File: src/sapp_pkg.sv
// Package for the parallel-output converter control block.
package sapp_pkg;

  // Result word width and key output codes.
  localparam int          RES_W        = 12;
  localparam logic [11:0] CODE_POS_FS  = 12'h7ff;
  localparam logic [11:0] CODE_MID     = 12'h000;
  localparam logic [11:0] CODE_NEG_1   = 12'hfff;
  localparam logic [11:0] CODE_NEG_FS  = 12'h800;
  localparam logic [11:0] RESULT_RST   = 12'h000;

  // Clock rate and timing figures.
  localparam int CLK_PERIOD_PS   = 20000;
  localparam int T_CONV_PULSE_PS = 40000;
  localparam int T_DATA_VALID_PS = 1095000;
  localparam int T_BUSY_DLY_PS   = 20000;
  localparam int T_SETUP_PS      = 10000;
  // Least times round up, longest times round down, at least one cycle.
  localparam int CONV_PULSE_CYC =
    (T_CONV_PULSE_PS + CLK_PERIOD_PS - 1) / CLK_PERIOD_PS;
  localparam int DATA_VALID_CYC = T_DATA_VALID_PS / CLK_PERIOD_PS;
  localparam int BUSY_DLY_CYC   =
    (T_BUSY_DLY_PS + CLK_PERIOD_PS - 1) / CLK_PERIOD_PS;
  localparam int CNT_W          = 8;

  // Conversion sequencer states.
  typedef enum logic [1:0] {
    SAPP_IDLE = 2'b00,
    SAPP_CONV = 2'b01,
    SAPP_DONE = 2'b10
  } sapp_state_e;

  // Sample word travels as one carrier; its valid flag is a separate signal.
  typedef struct packed {
    logic [11:0] code;
  } sapp_sample_s;

endpackage
File: src/sapp_core.sv
// Converter control and parallel readout port, device side.
`timescale 1ns/1ps
module sapp_core
  import sapp_pkg::*;
#(
  parameter int FIFO_DEPTH = 16
) (
  // Clock, reset and freeze.
  input  wire logic                 mclk,
  input  wire logic                 reset_n,
  input  wire logic                 clk_en,
  // Host control pins.
  input  wire logic                 cs_n,
  input  wire logic                 read_conv,
  output logic                      busy_n,
  // Result bus pins.
  output logic [sapp_pkg::RES_W-1:0] result_bus_o,
  output logic [sapp_pkg::RES_W-1:0] result_bus_oe,
  // Sample stream from the converter core.
  input  wire sapp_pkg::sapp_sample_s smp_data,
  input  wire logic                 smp_valid,
  output logic                      smp_ready,
  // Conversion strobe towards the sample/hold.
  output logic                      hold_q
);
  import sapp_pkg::*;

  //////////////////////////////////////////////////////////////////////////
  // Pin synchronisers and request qualification.

  logic       cs_n_m_q, cs_n_s_q;
  logic       rc_m_q, rc_s_q;
  logic [CNT_W-1:0] low_cnt_q;
  logic       conv_req;
  logic       rd_en;

  // Two-flop synchronisers; only the second stage is read downstream.
  always_ff @(posedge mclk or negedge reset_n) begin
    if (!reset_n) begin
      cs_n_m_q <= 1'b1;
      cs_n_s_q <= 1'b1;
      rc_m_q   <= 1'b1;
      rc_s_q   <= 1'b1;
    end else if (clk_en) begin
      cs_n_m_q <= cs_n;
      cs_n_s_q <= cs_n_m_q;
      rc_m_q   <= read_conv;
      rc_s_q   <= rc_m_q;
    end
  end

  // level-combined controls
  // The two lines are ANDed as levels (both low), so either order of falling works.
  assign conv_req = !cs_n_s_q && !rc_s_q;

  // minimum pulse width
  // Count how long both lines stay low; a glitch shorter than the
  // minimum width never starts a conversion.
  always_ff @(posedge mclk or negedge reset_n) begin
    if (!reset_n) begin
      low_cnt_q <= '0;
    end else if (clk_en) begin
      if (!conv_req) begin
        low_cnt_q <= '0;
      end else if (low_cnt_q < CNT_W'(CONV_PULSE_CYC)) begin
        low_cnt_q <= low_cnt_q + 1'b1;
      end
    end
  end

  //////////////////////////////////////////////////////////////////////////
  // Conversion sequencer.

  sapp_state_e      state_q;
  logic [CNT_W-1:0] conv_cnt_q;
  logic [RES_W-1:0] result_q;
  logic             armed_q;
  logic             start;
  logic             f_valid;
  logic             f_ready;
  sapp_sample_s     f_data;

  // A request must be released before another one can start, so a
  // line held low does not retrigger back to back conversions.
  // requests ignored while busy
  assign start = (state_q == SAPP_IDLE) && armed_q &&
                 (low_cnt_q == CNT_W'(CONV_PULSE_CYC - 1)) && conv_req;

  // Re-arm once the request level goes away outside a conversion.
  always_ff @(posedge mclk or negedge reset_n) begin
    if (!reset_n) begin
      armed_q <= 1'b1;
    end else if (clk_en) begin
      if (start) begin
        armed_q <= 1'b0;
      end else if (!conv_req && state_q == SAPP_IDLE) begin
        armed_q <= 1'b1;
      end
    end
  end

  // data valid deadline
  // The result is loaded no later than the data-valid limit; the
  // sample stream is popped at that moment and must be ready.
  // The limit counts from the pin edge, so the two sync stages, the
  // pulse qualification and the start edge are taken off the count.
  always_ff @(posedge mclk or negedge reset_n) begin
    if (!reset_n) begin
      state_q    <= SAPP_IDLE;
      conv_cnt_q <= '0;
    end else if (clk_en) begin
      unique case (state_q)
        SAPP_IDLE: begin
          conv_cnt_q <= '0;
          if (start) begin
            state_q <= SAPP_CONV;
          end
        end
        SAPP_CONV: begin
          conv_cnt_q <= conv_cnt_q + 1'b1;
          if (conv_cnt_q >= CNT_W'(DATA_VALID_CYC - 5) && f_valid) begin
            state_q    <= SAPP_DONE;
            conv_cnt_q <= '0;
          end
        end
        SAPP_DONE: begin
          conv_cnt_q <= conv_cnt_q + 1'b1;
          if (conv_cnt_q >= CNT_W'(BUSY_DLY_CYC - 1)) begin
            state_q <= SAPP_IDLE;
          end
        end
        default: begin
          state_q <= SAPP_IDLE;
        end
      endcase
    end
  end

  assign f_ready = clk_en && (state_q == SAPP_CONV) &&
                   (conv_cnt_q >= CNT_W'(DATA_VALID_CYC - 5));

  // twelve-bit two's complement word
  // The core delivers codes already in two's complement form, so
  // scale codes pass through unchanged.
  always_ff @(posedge mclk or negedge reset_n) begin
    if (!reset_n) begin
      result_q <= RESULT_RST;
    end else if (f_ready && f_valid) begin
      result_q <= f_data.code;
    end
  end

  // Sample hold is asserted for the whole conversion.
  always_ff @(posedge mclk or negedge reset_n) begin
    if (!reset_n) begin
      hold_q <= 1'b0;
    end else if (clk_en) begin
      hold_q <= start || (state_q == SAPP_CONV);
    end
  end

  always_ff @(posedge mclk or negedge reset_n) begin
    if (!reset_n) begin
      busy_n <= 1'b1;
    end else if (clk_en) begin
      if (start) begin
        busy_n <= 1'b0;
      end else if (state_q == SAPP_DONE &&
                   conv_cnt_q >= CNT_W'(BUSY_DLY_CYC - 1)) begin
        busy_n <= 1'b1;
      end
    end
  end

  //////////////////////////////////////////////////////////////////////////
  // Result bus drivers.

  // select tied low works
  // Drive only when selected, reading, and idle; the enable follows
  // the busy flop so data is already stable when busy rises.
  assign rd_en = !cs_n_s_q && rc_s_q && (state_q == SAPP_IDLE) && !start;

  always_ff @(posedge mclk or negedge reset_n) begin
    if (!reset_n) begin
      result_bus_oe <= '0;
      result_bus_o  <= RESULT_RST;
    end else if (clk_en) begin
      result_bus_oe <= {RES_W{rd_en}};
      result_bus_o  <= (state_q == SAPP_DONE || f_ready) ?
                       (f_valid && f_ready ? f_data.code : result_q)
                       : result_q;
    end
  end

  //////////////////////////////////////////////////////////////////////////
  // Sample buffer between core and output register.

  sapp_fifo #(
    .WIDTH (RES_W),
    .DEPTH (FIFO_DEPTH)
  ) u_fifo (
    .mclk      (mclk),
    .reset_n   (reset_n),
    .clk_en    (clk_en),
    .in_data   (smp_data.code),
    .in_valid  (smp_valid),
    .in_ready  (smp_ready),
    .out_data  (f_data.code),
    .out_valid (f_valid),
    .out_ready (f_ready)
  );
endmodule

File: src/sapp_fifo.sv
// Sample FIFO with valid/ready on both sides.
`timescale 1ns/1ps
module sapp_fifo #(
  parameter int WIDTH = 12,
  parameter int DEPTH = 16
) (
  // Clock and reset.
  input  wire logic             mclk,
  input  wire logic             reset_n,
  input  wire logic             clk_en,
  // Write side.
  input  wire logic [WIDTH-1:0] in_data,
  input  wire logic             in_valid,
  output logic                  in_ready,
  // Read side.
  output logic [WIDTH-1:0]      out_data,
  output logic                  out_valid,
  input  wire logic             out_ready
);
  localparam int AW = $clog2(DEPTH);

  logic [WIDTH-1:0] mem_q [DEPTH];
  logic [AW:0]      wr_q;
  logic [AW:0]      rd_q;
  logic             push;
  logic             pop;

  // Full when pointers differ only in the wrap bit.
  assign in_ready  = !((wr_q[AW] != rd_q[AW]) &&
                       (wr_q[AW-1:0] == rd_q[AW-1:0]));
  assign out_valid = (wr_q != rd_q);
  assign out_data  = mem_q[rd_q[AW-1:0]];
  assign push      = clk_en && in_valid && in_ready;
  assign pop       = clk_en && out_valid && out_ready;

  // Storage array is written only, never reset.
  always_ff @(posedge mclk) begin
    if (push) begin
      mem_q[wr_q[AW-1:0]] <= in_data;
    end
  end

  // Pointers.
  always_ff @(posedge mclk or negedge reset_n) begin
    if (!reset_n) begin
      wr_q <= '0;
      rd_q <= '0;
    end else begin
      if (push) begin
        wr_q <= wr_q + 1'b1;
      end
      if (pop) begin
        rd_q <= rd_q + 1'b1;
      end
    end
  end
endmodule

File: config.mk
export PLATFORM = sky130hd
export DESIGN_NAME = sapp_core
export DESIGN_NICKNAME = d
export VERILOG_FILES = /design/src/sapp_pkg.sv /design/src/sapp_core.sv /design/src/sapp_fifo.sv
export SDC_FILE = /design/constraint.sdc
export NUM_CORES = 1
export LEC_CHECK = 0
export BUFFER_PORTS_ARGS = -buffer_cell sky130_fd_sc_hd__buf_4
export CORE_ASPECT_RATIO = 1.1
export CORE_MARGIN = 2
export CORE_UTILIZATION = 53
export DETAILED_ROUTE_END_ITERATION = 16
export PLACE_DENSITY_LB_ADDON = 0.15
export RECOVER_POWER = 50
export SLEW_MARGIN = 10
export SYNTH_ARGS = -nofsm -noshare
export SYNTH_HDL_FRONTEND = slang
export SYNTH_SLANG_ARGS = --single-unit
File: constraint.sdc
create_clock -name mclk -period 5.68 [get_ports mclk]
set_input_delay 1.136 -clock mclk [delete_from_list [all_inputs] [get_ports mclk]]
set_output_delay 1.136 -clock mclk [all_outputs]
set_load 0.02 [all_outputs]
==> impl_metrics.env, run 1 <==
export IMPL_ys_top_cells_by_area="edfxtp_1, dfrtp_1, mux4_2"
export IMPL_finalNonFillerCells=896
export IMPL_fin_ws_ns=1.660
export IMPL_busiest_layer="met2"
export IMPL_layout_drive_gt1_share_pct=23.57
export IMPL_place_inst=851
export IMPL_dp_slack_ns=2.170
export IMPL_min_period_ns=4.020
export IMPL_use_met2_pct=34.15
export IMPL_final_period_utilization_pct=70.77
export IMPL_drt_iter0_markers=268
export IMPL_crit_arrival_ns=4.14
export IMPL_syn_nets=628
export IMPL_grt_pass1_vias=5310
export IMPL_p_switching_mw=1.037
export IMPL_clockBufferDepth=3
export IMPL_die_area_sq_um=20430
export IMPL_status="finished, violations left"
export IMPL_overflow=0
export IMPL_cts_resized=0
export IMPL_synth_enable_flop_cells=192
export IMPL_pin_count=45
export IMPL_cts_root_buf="clkbuf_16"
export IMPL_holdCritPathClass="reg -> reg"
export IMPL_path_clk_slew_ns=0.06
export IMPL_async_reset_ff_share_pct=23.81
export IMPL_htreeDepth=1
export IMPL_ant_nets=0
export IMPL_finClkSkew_ns=0.007327
export IMPL_worstSetupPathType="in -> reg"
export IMPL_grt_antenna_before_repair=0
export IMPL_core_sq_um=19030
export IMPL_p_comb_share_pct=11.5
export IMPL_netSwitchingFraction_pct=24.83
export IMPL_slew_headroom_pct=-25.63
export IMPL_syn2layout_area_growth_pct=11.99
export IMPL_cts_tree="built"
export IMPL_die_w_microns=136.5
export IMPL_drc=0
export IMPL_firstDrtPassIters=4
export IMPL_num_antenna_cells=0
export IMPL_die_h_microns=149.7
export IMPL_netlist_top_cells_count="edfxtp_1, dfrtp_1, mux4_2"
export IMPL_start_util_pct=53.74
export IMPL_ys_ff_latch=252
export IMPL_worstMarginPinSlew_ns=1.884
export IMPL_cts_hold_buffers=0
export IMPL_intPower_mw=3.140
export IMPL_clock_latency_ns=0.50
export IMPL_rsz0062_at_grt="false"
export IMPL_via_per_inst=5.802
export IMPL_met1_usage_pct=29.04
export IMPL_io_buffer_count=44
export IMPL_syn_area_sq_um=10230
export IMPL_fin_nets=664
export IMPL_gp_congestion=0.8929
export IMPL_synth_top_area_share_pct=56.37
export IMPL_fin_util_pct=60.19
export IMPL_final_hold_violation_count=0
export IMPL_synthCells=595
export IMPL_path_max_fanout=43
export IMPL_max_cap_violations=1
export IMPL_power_density_nw_per_um2=364.7
export IMPL_timing_fmax_ghz=0.2488
export IMPL_fin_setup_tns_ns=0
export IMPL_fillers=1380
export IMPL_wl_per_cell_microns=22.60
export IMPL_ir_drop_mv=0.2817
export IMPL_multi_input_area_sq_um=2723
export IMPL_cp_slowest_cell="clkbuf_1"
export IMPL_grt_pass1_wl_mm=31.35
export IMPL_yosysSeqAreaShare_pct=71.12
export IMPL_avgSynthCellArea_sq_um=17.19
export IMPL_setup_violations=0
export IMPL_p_seq_share_pct=52.8
export IMPL_cts_sinks=252
export IMPL_ys_types=50
export IMPL_grtUsageMet3_pct=3.455
export IMPL_yosys_cell_count_top_type="edfxtp_1"
export IMPL_p_clk_share_pct=35.7
export IMPL_whs_ns=0.4655
export IMPL_num_vias=5199
export IMPL_violations="capacitance limit, slew limit"
export IMPL_yosysWarnings=0
export IMPL_crit_chain="clkbuf_1 > o211a_1 > nand3b_1 > nor2_1"
export IMPL_cp_end_kind="flip-flop"
export IMPL_ff_latch_area_sq_um=7279
export IMPL_synth_ff_type="edfxtp_1"
export IMPL_dpl_hpwl_mm=13.07
export IMPL_track_usage_pct=20.81
export IMPL_post_cts_buffers=0
export IMPL_numCtsBuffers=25
export IMPL_required_ns=5.80
export IMPL_yosysTopAreaCell="edfxtp_1"
export IMPL_slowest_delay_ns=1.32
export IMPL_p_leak_nw=4.019
export IMPL_start_kind="primary input"
export IMPL_drt_wl_total_mm=20.25
export IMPL_slew_violations=44
export IMPL_grt_start_max_net_pins=61
export IMPL_rows=53
[per-layer routing]
layer	vias up	part of all wire (%)
met5	-	0
met3	23	5.4
met4	0	2.1
met2	159	50
li1	2369	-
met1	2648	42
[power groups by stage]
stage          registers [mW]  clock network (mW)  logic, mW
2_1_floorplan            2.21                   0      0.332
3_3_place_gp             2.24                   0      0.478
3_5_place_dp             2.24                   0      0.489
4_1_cts                  2.20                1.52      0.490
5_1_grt                  2.22                1.60      0.532
6_report                 2.20                1.49      0.480
[cell type report]
class | instances | share of cell area (%)
Multi-Input combinational cell | 283 | 23.77
Clock buffer | 32 | 5.691
Inverter | 18 | 0.5898
Tap cell | 247 | 2.698
Sequential cell | 252 | 63.55
Clock inverter | 13 | 0.7865
Timing Repair Buffer | 51 | 2.916
[worst max-delay path: cells and delay by family]
kind                   cells  cell delay [ns]
buffers and inverters      1             1.32
AND/OR/NAND/NOR            2             1.10
AO/OA/AOI/OAI              1             0.55
[stage by stage]
stage / power [mW] / instance area, sq um
2_1_floorplan: 2.542 / 10230
5_1_grt: 4.355 / 11450
3_5_place_dp: 2.730 / 10760
6_report: 4.178 / 11450
4_1_cts: 4.216 / 11500
3_3_place_gp: 2.713 / 10760
[sequential cells by signal, indices dropped and copies added, names as in the netlist, 2 cells and up]
| signal | cells |
|---|---|
| u_fifo.mem_q | 192 |
| conv_cnt_q | 8 |
| u_fifo.rd_q | 5 |
| low_cnt_q | 8 |
| result_bus_o | 12 |
| state_q | 2 |
| result_q | 12 |
| u_fifo.wr_q | 5 |
[cells by family (layout without fill, tap and decap cells)]
| logic type | count (synthesis) | count (layout) | share of synthesized area [%] |
|---|---|---|---|
| DFF | 252 | 252 | 71.12 |
| xor gates and xnor gates | 14 | 14 | 1.199 |
| and+or+nand+nor | 122 | 122 | 6.006 |
| AOI/OAI and AO/OA | 78 | 78 | 5.810 |
| muxes | 54 | 54 | 11.27 |
| buffers and inverters | 60 | 114 | 2.764 |
| adders and majority gates | 15 | 15 | 1.835 |
[path summary, 6_finish.rpt]
| kind | start | end | slack (ns) | cells after the start |
|---|---|---|---|---|
| worst max-delay path | clk_en | u_fifo.mem_q[10][2] | 1.66 | 4 |
| worst min-delay path | result_q[10] | result_q[10] | 0.47 | 2 |
| worst max register to register | u_fifo.rd_q[1] | u_fifo.mem_q[10][2] | 2.43 | 6 |
| worst min register to register | result_q[10] | result_q[10] | 0.47 | 2 |
| max in group asynchronous | reset_n | u_fifo.rd_q[0] | 4.39 | 1 |
| min in group asynchronous | reset_n | conv_cnt_q[0] | 0.70 | 1 |
[cell usage in the layout (no fill, tap or decap), types with 2 or more instances in the layout]
| cell | Yosys | layout |
|---|---|---|
| o21ai_0 | 5 | 5 |
| nor4_2 | 1 | 5 |
| a21o_1 | 12 | 12 |
| mux2_2 | 5 | 5 |
| or2_2 | 3 | 3 |
| nand2b_1 | 5 | 5 |
| a21oi_1 | 5 | 5 |
| nand2_1 | 41 | 41 |
| o311ai_2 | 2 | 2 |
| a31oi_1 | 15 | 15 |
| and2_1 | 9 | 6 |
| dfrtp_1 | 54 | 52 |
| and3_1 | 3 | 3 |
| clkbuf_1 | 15 | 20 |
| ha_1 | 15 | 15 |
| clkbuf_16 | 0 | 25 |
| nor3_2 | 0 | 4 |
| nor2b_1 | 3 | 3 |
| and4_1 | 2 | 2 |
| a22oi_1 | 24 | 24 |
| and2_0 | 0 | 3 |
| mux4_2 | 48 | 48 |
| dfstp_2 | 6 | 6 |
| edfxtp_1 | 192 | 192 |
| nand3_1 | 8 | 8 |
| inv_1 | 18 | 18 |
| xnor2_1 | 8 | 8 |
| clkinv_1 | 0 | 5 |
| buf_4 | 11 | 38 |
| nand4_1 | 6 | 6 |
| nor2_1 | 27 | 27 |
| o22ai_1 | 4 | 4 |
| xor2_1 | 6 | 6 |
| clkinv_2 | 0 | 4 |
No activity file was read; power rests on OpenSTA's default activity.
==> inputs of run 2 (changes only) <==
ABC_AREA = 1   (was not set)
clock period = 3.5 ns   (was 5.68 ns; I/O delays follow)
==> run 2 against run 1 <==
Compared with the run above: the flow still finishes with violations (capacitance limit, slew limit); critical path depth up 2; sequential cell count unchanged; largest cell class unchanged; via count up 45%; first-iteration DRC count up 110%; register-to-register slack worse by 1.5 ns; highest routed layer unchanged; critical path type is now reg -> out.
==> impl_metrics.env, run 2 <==
export IMPL_status="finished, violations left"
export IMPL_violations="capacitance limit, slew limit"
export IMPL_yosysSeqAreaShare_pct=63.96
export IMPL_cp_end_kind="output pin"
export IMPL_ys_types=37
export IMPL_async_reset_ff_share_pct=23.81
export IMPL_p_switching_mw=1.783
export IMPL_path_max_fanout=17
export IMPL_slew_headroom_pct=-0.5283
export IMPL_final_common_cell="nand2_1"
export IMPL_overflow=0
export IMPL_ys_top_cells_by_area="edfxtp_1, nand2_1, dfrtp_1"
export IMPL_p_clk_share_pct=39.9
export IMPL_drt_wl_total_mm=25.61
export IMPL_fin_ws_ns=0.6066
export IMPL_max_cap_violations=1
export IMPL_finClkSkew_ns=0.01503
export IMPL_final_cell_mix="nand2_1, edfxtp_1, inv_1, nand3_1, dfrtp_1"
export IMPL_clockBufferDepth=3
export IMPL_worstMarginPinSlew_ns=1.508
export IMPL_syn_area_sq_um=11370
export IMPL_avgSynthCellArea_sq_um=9.738
export IMPL_cts_sinks=252
export IMPL_rsz0062_at_grt="false"
export IMPL_track_usage_pct=23.71
export IMPL_slew_violations=60
export IMPL_core_sq_um=21160
export IMPL_yosysTopAreaCell="edfxtp_1"
export IMPL_syn_nets=1201
export IMPL_dpl_hpwl_mm=16.10
export IMPL_required_ns=2.80
export IMPL_fin_setup_tns_ns=0
export IMPL_synthCells=1168
export IMPL_timing_fmax_ghz=0.3456
export IMPL_synth_ff_type="edfxtp_1"
export IMPL_largest_reg_flops=192
export IMPL_dp_slack_ns=1.074
export IMPL_fillers=1802
export IMPL_synth_enable_flop_cells=192
export IMPL_yosys_cell_count_top_type="nand2_1"
export IMPL_holdCritPathClass="in -> reg"
export IMPL_power_density_nw_per_um2=562.5
export IMPL_grt_antenna_before_repair=0
export IMPL_numCtsBuffers=27
export IMPL_p_seq_share_pct=49.5
export IMPL_die_area_sq_um=22650
export IMPL_cts_tree="built"
export IMPL_min_period_ns=2.893
export IMPL_grt_start_max_net_pins=99
export IMPL_clock_latency_ns=0.54
export IMPL_start_util_pct=53.75
export IMPL_cts_root_buf="clkbuf_16"
export IMPL_via_per_inst=4.969
export IMPL_gp_congestion=0.8879
export IMPL_finalNonFillerCells=1518
export IMPL_htreeDepth=1
export IMPL_grt_pass1_wl_mm=40.37
export IMPL_yosysWarnings=0
export IMPL_setup_violations=0
export IMPL_rows=56
export IMPL_netlist_top_cells_count="nand2_1, edfxtp_1, inv_1"
export IMPL_die_h_microns=157.6
export IMPL_start_kind="flip-flop"
export IMPL_final_hold_violation_count=0
export IMPL_path_clk_slew_ns=0.06
export IMPL_wl_per_cell_microns=16.87
export IMPL_crit_arrival_ns=2.19
export IMPL_pin_count=45
export IMPL_final_period_utilization_pct=82.67
export IMPL_p_comb_share_pct=10.6
export IMPL_num_antenna_cells=0
export IMPL_syn2layout_area_growth_pct=11.95
export IMPL_synth_top_area_share_pct=50.69
export IMPL_min_path_cells=3
export IMPL_r2r_cells=10
export IMPL_place_inst=1468
export IMPL_grt_pass1_vias=7483
export IMPL_io_buffer_count=44
export IMPL_fin_nets=1240
export IMPL_layout_drive_gt1_share_pct=10.10
export IMPL_drc=0
export IMPL_post_cts_buffers=0
export IMPL_p_leak_nw=5.712
export IMPL_netSwitchingFraction_pct=24.89
export IMPL_drt_iter0_markers=569
export IMPL_die_w_microns=143.7
export IMPL_ir_drop_mv=0.4552
export IMPL_ys_ff_latch=252
export IMPL_num_vias=7543
export IMPL_ant_nets=0
export IMPL_cts_hold_buffers=0
export IMPL_worstSetupPathType="reg -> out"
export IMPL_firstDrtPassIters=5
export IMPL_cts_resized=0
export IMPL_intPower_mw=5.379
==> run 2: per-stage QoR <==
step | utilization (%) | instance area [sq um] | hold WS, ns | total power [mW]
after floorplan | - | 11370 | 0.4044 | 4.090
after global routing | 60.17 | 12730 | 0.3795 | 7.455
after CTS | 60.45 | 12790 | 0.2580 | 7.233
final | 60.17 | 12730 | 0.3790 | 7.162
after global placement | 56.25 | 11900 | 0.4551 | 4.362
after detailed placement | 56.25 | 11900 | 0.4620 | 4.378
==> run 2: path summary, 6_finish.rpt <==
path | end | startpoint | slack, ns
min | cs_n_m_q | cs_n | 0.38
max reg2reg | u_fifo.mem_q[12][10] | u_fifo.rd_q[2] | 0.98
min reg2reg | rc_m_q | rc_m_q | 0.47
max | smp_ready | u_fifo.rd_q[2] | 0.61
min in group asynchronous | result_q[4] | reset_n | 0.54
max in group asynchronous | u_fifo.rd_q[0] | reset_n | 1.89
==> run 2: logic make-up (layout without fill, tap and decap cells) <==
logic type	after synthesis	count (layout)	share of synthesized area, %
XOR/XNOR	13	13	1.067
buffers and inverters	235	295	8.867
AO/OA/AOI/OAI	12	12	0.6051
adder cells (fa/ha/maj)	15	15	1.650
AND/OR/NAND/NOR	641	641	23.85
flip-flops	252	252	63.96
==> run 2: final cells by class <==
class	instances	area, sq um	share of cell area [%]
inverter	179	674.4	5.297
timing repair buffer	66	440.4	3.459
clock buffer	32	694.4	5.454
tap	290	362.8	2.850
multi-input combinational	681	3087	24.24
sequential	252	7279	57.17
clock inverter	18	193.9	1.523
==> run 2: critical path, stage by stage (launching register included) <==
cell and delay, ns:
dfrtp_1 0.72, inv_2 0.27, nand2_1 0.11, nand2_1 0.09, nor2_4 0.14, nand3_1 0.13, buf_4 0.19
==> run 2: metal layers <==
metal  share of wire, %  track usage [%]  routed length (microns)  vias up
met5                  0                0                        0        -
met4                3.3            8.403                      846        0
met3                5.2            3.418                     1330       55
met2                 49            39.80                    12490      211
met1                 43            31.74                    10950     3533
li1                   -                -                        -     3744
==> run 2: power groups by stage <==
| stage | registers, mW | logic [mW] | clock network (mW) |
|---|---|---|---|
| finish | 3.55 | 0.759 | 2.86 |
| global route | 3.56 | 0.866 | 3.03 |
| CTS | 3.54 | 0.777 | 2.91 |
| detailed placement | 3.60 | 0.776 | 0 |
| global placement | 3.60 | 0.763 | 0 |
| floorplan | 3.60 | 0.488 | 0 |
